**src/art3_cfg.svh**
```systemverilog
// Constants for the auto-reload timer three block
// What this block does
// - Split bit picks 16-bit or dual 8-bit
// - Run bit gates counting when unsplit
// - Split: run gates high byte only
// - Select codes pick external count clock
// - Select codes pick capture trigger source
// - Per-byte choice: external or system clock
// - External sources synchronised before use
// - Reload low register at 0x92
// - Reload high register at 0x93
// - Count low register at 0x94
// - Count high register at 0x95
// - High overflow sets sticky high flag
// - Low byte rollover sets low flag
// - Low overflow with enables raises request
// - Capture enable selects capture mode
`ifndef ART3_CFG_SVH
`define ART3_CFG_SVH
// ----------------------------------------
// Register addresses and fields
// ----------------------------------------
`define ART3_ADDR_RELOAD_LOW 8'h92
`define ART3_ADDR_RELOAD_HIGH 8'h93
`define ART3_ADDR_COUNT_LOW 8'h94
`define ART3_ADDR_COUNT_HIGH 8'h95
`define ART3_RESET_BYTE 8'h00
`define ART3_SEL_RTC 2'h3
`define ART3_SEL_OSC_TRIG 1
// ----------------------------------------
// Timing
// ----------------------------------------
`define ART3_SYSTEM_CLOCK_DIV 12
`define ART3_DIV_W 4
`endif

```
**src/art3_pkg.sv**
```systemverilog
// Types for the auto-reload timer three block
package art3_pkg;
  typedef struct packed {
    logic split_select;
    logic run_control_bit;
    logic [1:0] clock_and_trigger_select;
    logic capture_enable;
    logic low_overflow_irq_enable;
    logic high_byte_clock_choice;
    logic low_byte_clock_choice;
  } art3_ctrl_t;
  typedef struct packed {
    logic wr;
    logic rd;
    logic [7:0] addr;
    logic [7:0] wdata;
  } art3_sfr_t;
  typedef enum logic [1:0] {
    ART3_UNSPLIT = 2'b01,
    ART3_SPLIT = 2'b10
  } art3_mode_t;
endpackage

```
**src/art3_sync.sv**
```systemverilog
// Two-flop synchroniser with rising-edge pulse
module art3_sync (
  // Clock and reset
  input wire logic clk,
  input wire logic nrst,
  // Source and pulse
  input wire logic src,
  output logic rise
);
  logic s1_r, s2_r, s3_r;
  logic s1_nxt, s2_nxt, s3_nxt, rise_nxt;
  always_comb begin
    s1_nxt = src;
    s2_nxt = s1_r;
    s3_nxt = s2_r;
    rise_nxt = s2_r & ~s3_r;
  end
  // First flop only feeds the second
  always_ff @(posedge clk) begin
    if (!nrst) begin
      s1_r <= 1'b0;
      s2_r <= 1'b0;
      s3_r <= 1'b0;
      rise <= 1'b0;
    end else begin
      s1_r <= s1_nxt;
      s2_r <= s2_nxt;
      s3_r <= s3_nxt;
      rise <= rise_nxt;
    end
  end
endmodule

```
**src/art3_timer.sv**
```systemverilog
// Auto-reload timer three, top level
`include "art3_cfg.svh"
module art3_timer (
  // Clock and reset
  input wire logic clk,
  input wire logic nrst,
  // Special-function register port
  input wire art3_pkg::art3_sfr_t sfr,
  output logic [7:0] rdata,
  // Control bits held outside this block
  input wire art3_pkg::art3_ctrl_t ctrl,
  input wire logic timer_irq_global_enable,
  input wire logic clear_high_flag,
  input wire logic clear_low_flag,
  // Raw external sources
  input wire logic rtc_osc,
  input wire logic ext_osc_div8,
  // Status
  output logic high_overflow_flag,
  output logic low_overflow_flag,
  output logic irq_low,
  output logic capture_trigger,
  output logic capture_active
);
  // ----------------------------------------
  // Source synchronisers
  // ----------------------------------------
  logic rtc_rise, osc_rise;
  art3_sync u_sync_rtc (.clk(clk), .nrst(nrst), .src(rtc_osc), .rise(rtc_rise));
  art3_sync u_sync_osc (.clk(clk), .nrst(nrst), .src(ext_osc_div8), .rise(osc_rise));

  // ----------------------------------------
  // System clock divided by twelve
  // ----------------------------------------
  logic [`ART3_DIV_W-1:0] div_r, div_nxt;
  logic div_tick;
  always_comb begin
    div_tick = (div_r == `ART3_DIV_W'(`ART3_SYSTEM_CLOCK_DIV - 1));
    div_nxt = div_tick ? '0 : div_r + `ART3_DIV_W'(1);
  end
  always_ff @(posedge clk) begin
    if (!nrst) div_r <= '0;
    else div_r <= div_nxt;
  end

  // ----------------------------------------
  // Source selection
  // ----------------------------------------
  logic ext_tick, trig_tick, tick_low, tick_high, split;
  art3_pkg::art3_mode_t mode;
  always_comb begin
    ext_tick = (ctrl.clock_and_trigger_select == `ART3_SEL_RTC) ? rtc_rise : div_tick;
    trig_tick = ctrl.clock_and_trigger_select[`ART3_SEL_OSC_TRIG] ? osc_rise : rtc_rise;
    // Shared external source for both bytes
    tick_low = ctrl.low_byte_clock_choice ? 1'b1 : ext_tick;
    tick_high = ctrl.high_byte_clock_choice ? 1'b1 : ext_tick;
    mode = ctrl.split_select ? art3_pkg::ART3_SPLIT : art3_pkg::ART3_UNSPLIT;
    split = (mode == art3_pkg::ART3_SPLIT);
  end

  // ----------------------------------------
  // Registers and counter
  // ----------------------------------------
  logic [7:0] rl_lo_r, rl_hi_r, cnt_lo_r, cnt_hi_r;
  logic [7:0] rl_lo_nxt, rl_hi_nxt, cnt_lo_nxt, cnt_hi_nxt, rdata_nxt;
  logic fh_nxt, fl_nxt, irq_nxt, lo_ovf, hi_ovf, lo_en, hi_en;
  always_comb begin
    rl_lo_nxt = rl_lo_r;
    rl_hi_nxt = rl_hi_r;
    cnt_lo_nxt = cnt_lo_r;
    cnt_hi_nxt = cnt_hi_r;
    lo_ovf = 1'b0;
    hi_ovf = 1'b0;
    lo_en = 1'b0;
    hi_en = 1'b0;
    case (mode)
      art3_pkg::ART3_UNSPLIT: begin
        lo_en = ctrl.run_control_bit & tick_low;
        if (lo_en) begin
          if (cnt_lo_r == 8'hff) begin
            lo_ovf = 1'b1;
            if (cnt_hi_r == 8'hff) begin
              hi_ovf = 1'b1;
              cnt_lo_nxt = rl_lo_r;
              cnt_hi_nxt = rl_hi_r;
            end else begin
              cnt_lo_nxt = 8'h00;
              cnt_hi_nxt = cnt_hi_r + 8'h01;
            end
          end else begin
            cnt_lo_nxt = cnt_lo_r + 8'h01;
          end
        end
      end
      art3_pkg::ART3_SPLIT: begin
        lo_en = tick_low;
        hi_en = ctrl.run_control_bit & tick_high;
        if (lo_en) begin
          lo_ovf = (cnt_lo_r == 8'hff);
          cnt_lo_nxt = lo_ovf ? rl_lo_r : cnt_lo_r + 8'h01;
        end
        if (hi_en) begin
          hi_ovf = (cnt_hi_r == 8'hff);
          cnt_hi_nxt = hi_ovf ? rl_hi_r : cnt_hi_r + 8'h01;
        end
      end
      default: begin
        cnt_lo_nxt = cnt_lo_r;
      end
    endcase
    // Software write wins over counting in the same cycle
    if (sfr.wr) begin
      case (sfr.addr)
        `ART3_ADDR_RELOAD_LOW: rl_lo_nxt = sfr.wdata;
        `ART3_ADDR_RELOAD_HIGH: rl_hi_nxt = sfr.wdata;
        `ART3_ADDR_COUNT_LOW: cnt_lo_nxt = sfr.wdata;
        `ART3_ADDR_COUNT_HIGH: cnt_hi_nxt = sfr.wdata;
        default: rl_lo_nxt = rl_lo_nxt;
      endcase
    end
    case (sfr.addr)
      `ART3_ADDR_RELOAD_LOW: rdata_nxt = rl_lo_r;
      `ART3_ADDR_RELOAD_HIGH: rdata_nxt = rl_hi_r;
      `ART3_ADDR_COUNT_LOW: rdata_nxt = cnt_lo_r;
      `ART3_ADDR_COUNT_HIGH: rdata_nxt = cnt_hi_r;
      default: rdata_nxt = 8'h00;
    endcase
    // Set beats clear so no overflow is lost
    fh_nxt = hi_ovf | (high_overflow_flag & ~clear_high_flag);
    fl_nxt = lo_ovf | (low_overflow_flag & ~clear_low_flag);
    irq_nxt = fl_nxt & ctrl.low_overflow_irq_enable & timer_irq_global_enable;
  end
  always_ff @(posedge clk) begin
    if (!nrst) begin
      rl_lo_r <= `ART3_RESET_BYTE;
      rl_hi_r <= `ART3_RESET_BYTE;
      cnt_lo_r <= `ART3_RESET_BYTE;
      cnt_hi_r <= `ART3_RESET_BYTE;
      rdata <= 8'h00;
      high_overflow_flag <= 1'b0;
      low_overflow_flag <= 1'b0;
      irq_low <= 1'b0;
      capture_trigger <= 1'b0;
      capture_active <= 1'b0;
    end else begin
      rl_lo_r <= rl_lo_nxt;
      rl_hi_r <= rl_hi_nxt;
      cnt_lo_r <= cnt_lo_nxt;
      cnt_hi_r <= cnt_hi_nxt;
      rdata <= rdata_nxt;
      high_overflow_flag <= fh_nxt;
      low_overflow_flag <= fl_nxt;
      irq_low <= irq_nxt;
      capture_trigger <= ctrl.capture_enable & trig_tick;
      capture_active <= ctrl.capture_enable;
    end
  end

  // ----------------------------------------
  // Checks
  // ----------------------------------------
  // Counting and reload
  a_stop_holds: assert property (@(posedge clk) disable iff (!nrst)
    (!ctrl.split_select && !ctrl.run_control_bit && !sfr.wr) |=> $stable(cnt_lo_r))
    else $error("count moved while stopped");
  a_split_low_runs: assert property (@(posedge clk) disable iff (!nrst)
    (ctrl.split_select && ctrl.low_byte_clock_choice && !sfr.wr && cnt_lo_r != 8'hff)
    |=> cnt_lo_r == $past(cnt_lo_r) + 8'h01)
    else $error("low byte did not count in split");
  a_split_high_stop: assert property (@(posedge clk) disable iff (!nrst)
    (split && !ctrl.run_control_bit && !sfr.wr) |=> $stable(cnt_hi_r))
    else $error("high byte moved while stopped in split");
  a_unsplit_carry: assert property (@(posedge clk) disable iff (!nrst)
    (lo_ovf && !split && !sfr.wr && cnt_hi_r != 8'hff)
    |=> (cnt_lo_r == 8'h00) && (cnt_hi_r == $past(cnt_hi_r) + 8'h01))
    else $error("carry into high byte lost");
  a_reload_16: assert property (@(posedge clk) disable iff (!nrst)
    (hi_ovf && !ctrl.split_select && !sfr.wr) |=> cnt_hi_r == $past(rl_hi_r))
    else $error("no reload on overflow");
  a_split_reload_low: assert property (@(posedge clk) disable iff (!nrst)
    (lo_ovf && split && !sfr.wr) |=> cnt_lo_r == $past(rl_lo_r))
    else $error("low byte not reloaded in split");
  // Register access
  a_reload_reg: assert property (@(posedge clk) disable iff (!nrst)
    (sfr.wr && sfr.addr == `ART3_ADDR_RELOAD_LOW) |=> rl_lo_r == $past(sfr.wdata))
    else $error("reload low write lost");
  a_reload_high_reg: assert property (@(posedge clk) disable iff (!nrst)
    (sfr.wr && sfr.addr == `ART3_ADDR_RELOAD_HIGH) |=> rl_hi_r == $past(sfr.wdata))
    else $error("reload high write lost");
  a_count_low_reg: assert property (@(posedge clk) disable iff (!nrst)
    (sfr.wr && sfr.addr == `ART3_ADDR_COUNT_LOW) |=> cnt_lo_r == $past(sfr.wdata))
    else $error("count low write lost");
  a_count_high_reg: assert property (@(posedge clk) disable iff (!nrst)
    (sfr.wr && sfr.addr == `ART3_ADDR_COUNT_HIGH) |=> cnt_hi_r == $past(sfr.wdata))
    else $error("count high write lost");
  a_count_read: assert property (@(posedge clk) disable iff (!nrst)
    (sfr.addr == `ART3_ADDR_COUNT_HIGH && !sfr.wr) |=> rdata == $past(cnt_hi_r))
    else $error("count high read wrong");
  a_read_unmapped: assert property (@(posedge clk) disable iff (!nrst)
    (sfr.addr < `ART3_ADDR_RELOAD_LOW || sfr.addr > `ART3_ADDR_COUNT_HIGH)
    |=> rdata == 8'h00)
    else $error("unmapped read not zero");
  // Sticky flags, request and capture
  a_low_flag_set: assert property (@(posedge clk) disable iff (!nrst)
    lo_ovf |=> low_overflow_flag)
    else $error("low flag missed");
  a_high_flag_set: assert property (@(posedge clk) disable iff (!nrst)
    hi_ovf |=> high_overflow_flag)
    else $error("high flag missed");
  a_low_flag_hold: assert property (@(posedge clk) disable iff (!nrst)
    (low_overflow_flag && !clear_low_flag) |=> low_overflow_flag)
    else $error("low flag dropped by itself");
  a_high_flag_hold: assert property (@(posedge clk) disable iff (!nrst)
    (high_overflow_flag && !clear_high_flag) |=> high_overflow_flag)
    else $error("high flag dropped by itself");
  a_irq_low: assert property (@(posedge clk) disable iff (!nrst)
    irq_low |-> (low_overflow_flag && $past(ctrl.low_overflow_irq_enable)
      && $past(timer_irq_global_enable)))
    else $error("request without flag and enables");
  a_irq_raise: assert property (@(posedge clk) disable iff (!nrst)
    (low_overflow_flag && !clear_low_flag && ctrl.low_overflow_irq_enable
      && timer_irq_global_enable) |=> irq_low)
    else $error("request missing");
  a_trig_needs_enable: assert property (@(posedge clk) disable iff (!nrst)
    !ctrl.capture_enable |=> !capture_trigger)
    else $error("trigger outside capture mode");
  a_capture_level: assert property (@(posedge clk) disable iff (!nrst)
    ctrl.capture_enable |=> capture_active)
    else $error("capture mode not shown");
endmodule

```
**config.mk**
```make
export PLATFORM = sky130hd
export DESIGN_NAME = art3_timer
export DESIGN_NICKNAME = d
export VERILOG_FILES = /design/src/art3_pkg.sv /design/src/art3_sync.sv /design/src/art3_timer.sv
export VERILOG_INCLUDE_DIRS = /design/src
export SDC_FILE = /design/constraint.sdc
export NUM_CORES = 1
export LEC_CHECK = 0
export BUFFER_PORTS_ARGS = -buffer_cell sky130_fd_sc_hd__buf_2
export CAP_MARGIN = 20
export CORE_ASPECT_RATIO = 0.9
export CORE_MARGIN = 3
export CORE_UTILIZATION = 43
export DETAILED_ROUTE_END_ITERATION = 12
export SETUP_SLACK_MARGIN = 0.4
export SLEW_MARGIN = 10
export SYNTH_ARGS = -nofsm -noshare
export SYNTH_HDL_FRONTEND = slang
export SYNTH_SLANG_ARGS = --single-unit
```
**constraint.sdc**
```tcl
create_clock -name clk -period 2.6 [get_ports clk]
set_clock_uncertainty 0.2 [all_clocks]
set_input_delay 0.26 -clock clk [delete_from_list [all_inputs] [get_ports clk]]
set_output_delay 0.26 -clock clk [all_outputs]
set_load 0.02 [all_outputs]
```
==> run_results.csv, run 1 <==
group,metric,value,unit
outcome,status,"completed",
timing,report.final.slew_viol_count,0,
setup_path,worstSetupStartpointType,"register",
synth,synthDistinctLibCells,65,
detailed_routing,drt_drc_violations_left,0,
synth,synth_edf_count,0,
setup_path,critical_path_class,"reg2reg",
global_routing,grt_max_degree,21,
clock_tree,clock-sinks,57,
timing,final.setup.tns,0,ns
layout,area_growth,24.5,%
die,dieArea,8100,um2
clock_tree,cts-root-buf,"clkbuf_8",
timing,fin_crit_sh,0.820,
placement,io_buffers,44,
global_routing,grt_pass1_vias,2682,
placement,routabilityCongestion,0.907,
die,ios,46,
setup_path,cp_max_fo,5,
detailed_routing,drt-total-wl,9110,um
layout,final_layout_size_suffix_gt1_frac,0.282,
die,fp-row-count,28,
timing,max_slew_margin,0.621,
die,start_util,0.451,
clock_tree,htree_num_levels,3,
synth,syn_nets,393,
timing,rsz0062_at_grt,"true",
timing,tightestPinTransition,0.563,ns
detailed_routing,wl_per_cell,17.7,um
pwr,p_leak,1.35,nW
global_routing,grt-ovfl-total,0,
detailed_routing,ant_nets,0,
synth,syn_inst,357,
clock_tree,cts_buffers,9,
pwr,cellPowerDensity,539,nW/um2
global_routing,globalRouteTotalUtil,0.230,
synth,synth_area,3040,um2
setup_path,cpPeakStageDelay,0.37,ns
setup_path,path_cells,"ha_2, nand4_1, nor2b_2, buf_6, o21ai_0, a22o_1, a2bb2oi_1, a21oi_1",
timing,final.hold.worst_slack,0.0226,ns
detailed_routing,vias,3077,
clock_tree,cts.clk_slew.worst_paths,0.07,ns
job,drv_cap,0,
setup_path,endpoint_kind,"register",
detailed_routing,drt_iter0_drc,437,
global_routing,antenna_found_initial,0,
synth,ys_seq_elements,57,
setup_path,cp.required,2.67,ns
layout,fin_nets,457,
setup_path,critPathArrivalTime,2.20,ns
placement,dp_hpwl,6160,um
synth,ys_seq_area_frac,0.376,
detailed_routing,drtPass1Iterations,8,
timing,timing.fmax,469,MHz
timing,finalHoldViolCount,0,
synth,synth_flop_cell,"dfxtp_1",
clock_tree,clk_latency,0.34,ns
timing,setup_viol,0,
clock_tree,cts_tree,"done",
clock_tree,ctsLongestPathBuffers,2,
die,die_width,94.6,um
pwr,irDropWorstVdd,0.388,mV
layout,antenna_cells,0,
global_routing,grt_first_pass_wirelength,14000,um
detailed_routing,vias_per_cell,5.96,
synth,ys_warn_count,0,
setup_path,slowest_stage,"dfxtp_2",
timing,fin_crit,2.13,ns
die,die-height,85.7,um
synth,syn_area_per_cell,8.50,um2
synth,async_reset_ff_frac,0,
worst_hold_path,hold_path.class,"in2reg",
setup_path,r2r_slack,0.47,ns
die,fp.coreArea,6730,um2
cell type report:
| cell class | count | area [um2] |
|---|---|---|
| Fill cell | 661 | 2950 |
| Multi-Input combinational cell | 273 | 1790 |
| Sequential cell | 57 | 1160 |
| Timing Repair Buffer | 76 | 482 |
| Clock buffer | 10 | 138 |
| Tap cell | 90 | 113 |
| Clock inverter | 6 | 90.1 |
| Inverter | 4 | 15.0 |
layer usage:
metal / wire, um / up-vias / share of wire / global-route usage
met2: 3770 / 200 / 0.41 / 0.318
li1: - / 1456 / - / -
met1: 4100 / 1391 / 0.45 / 0.335
met3: 962 / 30 / 0.11 / 0.0509
met5: 0 / - / 0 / 0
met4: 289 / 0 / 0.032 / 0.113
sequential cells by signal (all words and copies together), names as in the netlist, 4 cells and up:
| signal | flops |
|---|---|
| cnt_lo_r | 8 |
| rl_hi_r | 8 |
| rdata | 8 |
| div_r | 4 |
| cnt_hi_r | 8 |
| rl_lo_r | 8 |
path summary, 6_finish.rpt:
kind / startpoint / end / cells after the start
worst max register to register: cnt_hi_r[1] / cnt_lo_r[5] / 8
worst min-delay path: sfr[4] / cnt_hi_r[4] / 3
worst max-delay path: cnt_hi_r[1] / cnt_lo_r[5] / 8
worst min register to register: u_sync_osc.s3_r / u_sync_osc.rise / 1
what timing repair did:
action,CTS,global route
hold endpoints to repair,4,0
cloned,1,1
endpoints found under the setup margin,12,17
resized for setup,7,20
buffers inserted,7,4
pin swaps,3,3
hold buffers,5,0
Yosys cell counts (all sizes together) (3+ instances only):
library cell | instances | area [um2]
dfxtp | 57 | 1140
nand2 | 33 | 124
a21oi | 30 | 154
nand3 | 29 | 150
o21ai | 26 | 134
nor2 | 20 | 75.1
a21boi | 18 | 135
a22oi | 16 | 120
and2 | 15 | 95.1
buf | 14 | 106
clkbuf | 10 | 47.5
a31oi | 8 | 50.1
nor2b | 7 | 43.8
nor3 | 7 | 40.0
a311oi | 6 | 52.6
and3 | 6 | 43.8
o211ai | 5 | 37.5
inv | 4 | 15.0
ha | 3 | 37.5
nand4 | 3 | 18.8
kinds of logic after synthesis:
logic type      after synthesis  share of synthesized area
mux                           4                     0.0152
flops                        57                      0.376
fa+ha+maj                     3                     0.0124
compound gates              127                      0.282
buf+inv                      28                     0.0556
xor+xnor                      4                     0.0115
simple gates                134                      0.248
critical path, delay by kind of cell, from the launching register on:
| family | cells | cell delay [ns] |
|---|---|---|
| AOI/OAI and AO/OA | 4 | 0.64 |
| adders and majority gates | 1 | 0.22 |
| buffers and inverters | 1 | 0.16 |
| DFF | 1 | 0.37 |
| and+or+nand+nor | 2 | 0.45 |
through the flow:
stage                util  cell area (um2)  instances  setup slack [ns]  total power, mW
floorplan               -             3040        357             0.457             1.01
global placement    0.495             3330        482             0.336             1.08
detailed placement  0.495             3330        482             0.296             1.08
CTS                 0.548             3690        511             0.400             2.05
global route        0.562             3780        516             0.361             2.11
finish              0.562             3780        516             0.469             2.04
where the power goes:
| group | total, mW | switching [mW] | internal [mW] |
|---|---|---|---|
| registers | 0.907 | 0.0170 | 0.890 |
| logic | 0.177 | 0.0976 | 0.0790 |
| clock network | 0.954 | 0.385 | 0.569 |
placed cells by master, fill, tap and decap left out, types with 3 or more instances in the layout:
cell type,n
nand2_1,33
a311oi_1,5
nor2_1,20
and3_1,4
o211ai_1,5
clkbuf_8,10
and2_1,11
a31oi_1,8
nor2b_1,6
nor3_1,6
dlygate4sd3_1,5
buf_2,45
nand3_1,27
o21ai_0,22
dfxtp_2,3
dfxtp_4,3
a22oi_1,16
nand4_1,3
a21boi_0,18
inv_1,4
a21oi_1,29
buf_4,24
dfxtp_1,51
(Power assumes the default switching activity.)
==> inputs of run 2 (changes only) <==
ABC_AREA = 1   (was not set)
PLACE_DENSITY = 0.65   (was not set)
clock period = 1.75 ns   (was 2.6 ns; I/O delays follow)
==> run 2 against run 1 <==
Against the previous run:
- the flow now finishes with violations (setup timing)
- hold slack gained 0.0045 ns
- critical path type unchanged
- sequential share of layout area down 4.8 points
- utilization increased by 9.4 points
- cell count grew 25%
- global-route usage grew 1.1 points
- combinational power up 150%
- critical path depth grew 1
- via count rose by 14%
- first-iteration DRC count shrank 43%
==> run_results.csv, run 2 <==
group,metric,value,unit
clock_tree,clock-sinks,57,
detailed_routing,drt-total-wl,10300,um
detailed_routing,drt_drc_violations_left,0,
timing,finalHoldViolCount,0,
die,start_util,0.458,
pwr,irDropWorstVdd,0.539,mV
synth,synthTopCellsByArea,"dfxtp_1, nand2_1, inv_1",
timing,final.setup.tns,-0.109,ns
worst_hold_path,hold_path.class,"in2reg",
synth,async_reset_ff_frac,0,
timing,layout_setup_ws,-0.0433,ns
synth,ys_seq_elements,57,
global_routing,globalRouteTotalUtil,0.241,
synth,synth_area,3130,um2
timing,fin_crit,1.79,ns
synth,ys_seq_area_frac,0.365,
setup_path,cp_max_fo,6,
detailed_routing,vias_per_cell,5.41,
job,drv_cap,0,
synth,synthTopCellsByCount,"nand2_1, inv_1, dfxtp_1",
synth,synth_edf_count,0,
synth,netlist.area_leader.share,0.365,
placement,dp_hpwl,6590,um
setup_path,path_cells,"ha_4, nand4_1, nand3_4, nand2_4, nand2_8, buf_4, a31oi_1, o21ai_1, inv_1",
timing,fin_crit_sh,1.02,
die,fp.coreArea,6830,um2
synth,synth_flop_cell,"dfxtp_1",
layout,fin_nets,589,
timing,setup_viol,3,
pwr,cellPowerDensity,679,nW/um2
clock_tree,cts-root-buf,"clkbuf_8",
setup_path,cp.required,1.78,ns
layout,layout_common_cells,"nand2_1, inv_1, dfxtp_1, buf_2, a21oi_1",
synth,synth.largest_area_cell,"dfxtp_1",
global_routing,antenna_found_initial,0,
global_routing,grt_max_degree,19,
setup_path,worstSetupStartpointType,"register",
detailed_routing,ant_nets,0,
layout,antenna_cells,0,
synth,synth_most_common_cell,"nand2_1",
detailed_routing,vias,3499,
detailed_routing,drt_iter0_drc,250,
detailed_routing,drtPass1Iterations,5,
synth,synthDistinctLibCells,37,
detailed_routing,wl_per_cell,15.9,um
setup_path,endpoint_kind,"register",
synth,syn_inst,449,
die,die_width,95.9,um
timing,report.final.slew_viol_count,0,
global_routing,grt_first_pass_wirelength,15200,um
layout,final_common_cell,"nand2_1",
die,fp-row-count,28,
pwr,p_leak,2.00,nW
synth,syn_nets,485,
synth,syn_area_per_cell,6.97,um2
die,dieArea,8340,um2
clock_tree,clk_latency,0.34,ns
setup_path,worst-path-buf-inv,2,
outcome,violations,"setup timing",
global_routing,grt-ovfl-total,0,
clock_tree,cts_buffers,9,
global_routing,grt_pass1_vias,3097,
placement,routabilityCongestion,0.924,
clock_tree,cts.clk_slew.worst_paths,0.07,ns
clock_tree,ctsLongestPathBuffers,2,
die,ios,46,
clock_tree,htree_num_levels,3,
timing,timing.fmax,558,MHz
timing,max_slew_margin,0.699,
layout,fin_util,0.656,
placement,io_buffers,44,
layout,final_layout_size_suffix_gt1_frac,0.329,
setup_path,critical_path_class,"reg2reg",
clock_tree,cts_tree,"done",
synth,ys_warn_count,0,
setup_path,critPathArrivalTime,1.83,ns
timing,rsz0062_at_grt,"true",
setup_path,crit_family,"simple AND/OR/NAND/NOR gates",
timing,tightestPinTransition,0.450,ns
layout,area_growth,43.2,%
outcome,status,"finished, violations left",
die,die-height,86.9,um
setup_path,cpPeakStageDelay,0.35,ns
setup_path,slowest_stage,"dfxtp_2",
==> run 2: changes by cell type in the layout (fill, tap and decap cells not counted), moves of 16 or more <==
cell      previous run  this run
a21boi_0            18         0
a22oi_1             16         0
inv_1                4        59
nand2_1             33        71
nor2_1              20        39
o21ai_1              2        22
==> run 2: power breakdown <==
part / switching, mW / internal, mW
logic: 0.249 / 0.192
clock network: 0.527 / 0.723
registers: 0.0246 / 1.33
==> run 2: final cells by class <==
class                           instances  area (um2)
Sequential cell                        57        1160
Fill cell                             603        2350
Inverter                               71         289
Clock buffer                           12         155
Tap cell                               90         113
Multi-Input combinational cell        312        1960
Clock inverter                          3        40.0
Timing Repair Buffer                  102         766
==> run 2: path summary, 6_finish.rpt <==
kind / slack (ns) / depth (start not counted) / endpoint / start
max: -0.04 / 9 / cnt_hi_r[5] / div_r[0]
min reg2reg: 0.18 / 1 / u_sync_rtc.rise / u_sync_rtc.s3_r
min: 0.03 / 3 / rl_lo_r[3] / sfr[17]
max reg2reg: -0.04 / 9 / cnt_hi_r[5] / div_r[0]
==> run 2: through the flow <==
stage                     worst slack, ns  total power [mW]  instance area [um2]  std cells  hold WS [ns]
final                             -0.0433              3.04                 4480        647        0.0271
after global routing               -0.122              3.16                 4480        647        0.0344
after CTS                         0.00555              3.01                 4240        639        0.0115
after detailed placement          -0.0311              1.71                 3650        591         0.163
after global placement             0.0181              1.70                 3650        591         0.158
after floorplan                     0.128              1.58                 3240        449        0.0726
==> run 2: worst reg2reg max path: cells and delay by family (launching register included) <==
kind / cells / cell delay, ns
adder cells (fa/ha/maj): 1 / 0.16
AO/OA/AOI/OAI: 2 / 0.21
AND/OR/NAND/NOR: 4 / 0.58
flip-flops: 1 / 0.35
buffers and inverters: 2 / 0.18
==> run 2: layer usage <==
metal,GRT usage,wire [um],vias to the layer above,part of all wire
met4,0.0762,278,0,0.027
met5,0,0,-,0
met3,0.0683,953,27,0.093
li1,-,-,1690,-
met2,0.380,4810,154,0.47
met1,0.317,4220,1628,0.41
==> run 2: logic make-up after synthesis <==
| family | Yosys count | synth area share |
|---|---|---|
| simple gates | 183 | 0.283 |
| xor+xnor | 7 | 0.0196 |
| buf+inv | 84 | 0.112 |
| flops | 57 | 0.365 |
| compound gates | 115 | 0.209 |
| fa+ha+maj | 3 | 0.0120 |
==> run 2: what timing repair did <==
action | 4_1_cts | 5_1_grt
setup endpoints to repair | 19 | 30
setup buffers | 12 | 6
pin swaps | 16 | 24
resized for setup | 21 | 44
gates cloned | 2 | 2
endpoints found under the hold margin | 23 | 0
hold buffers | 19 | 0
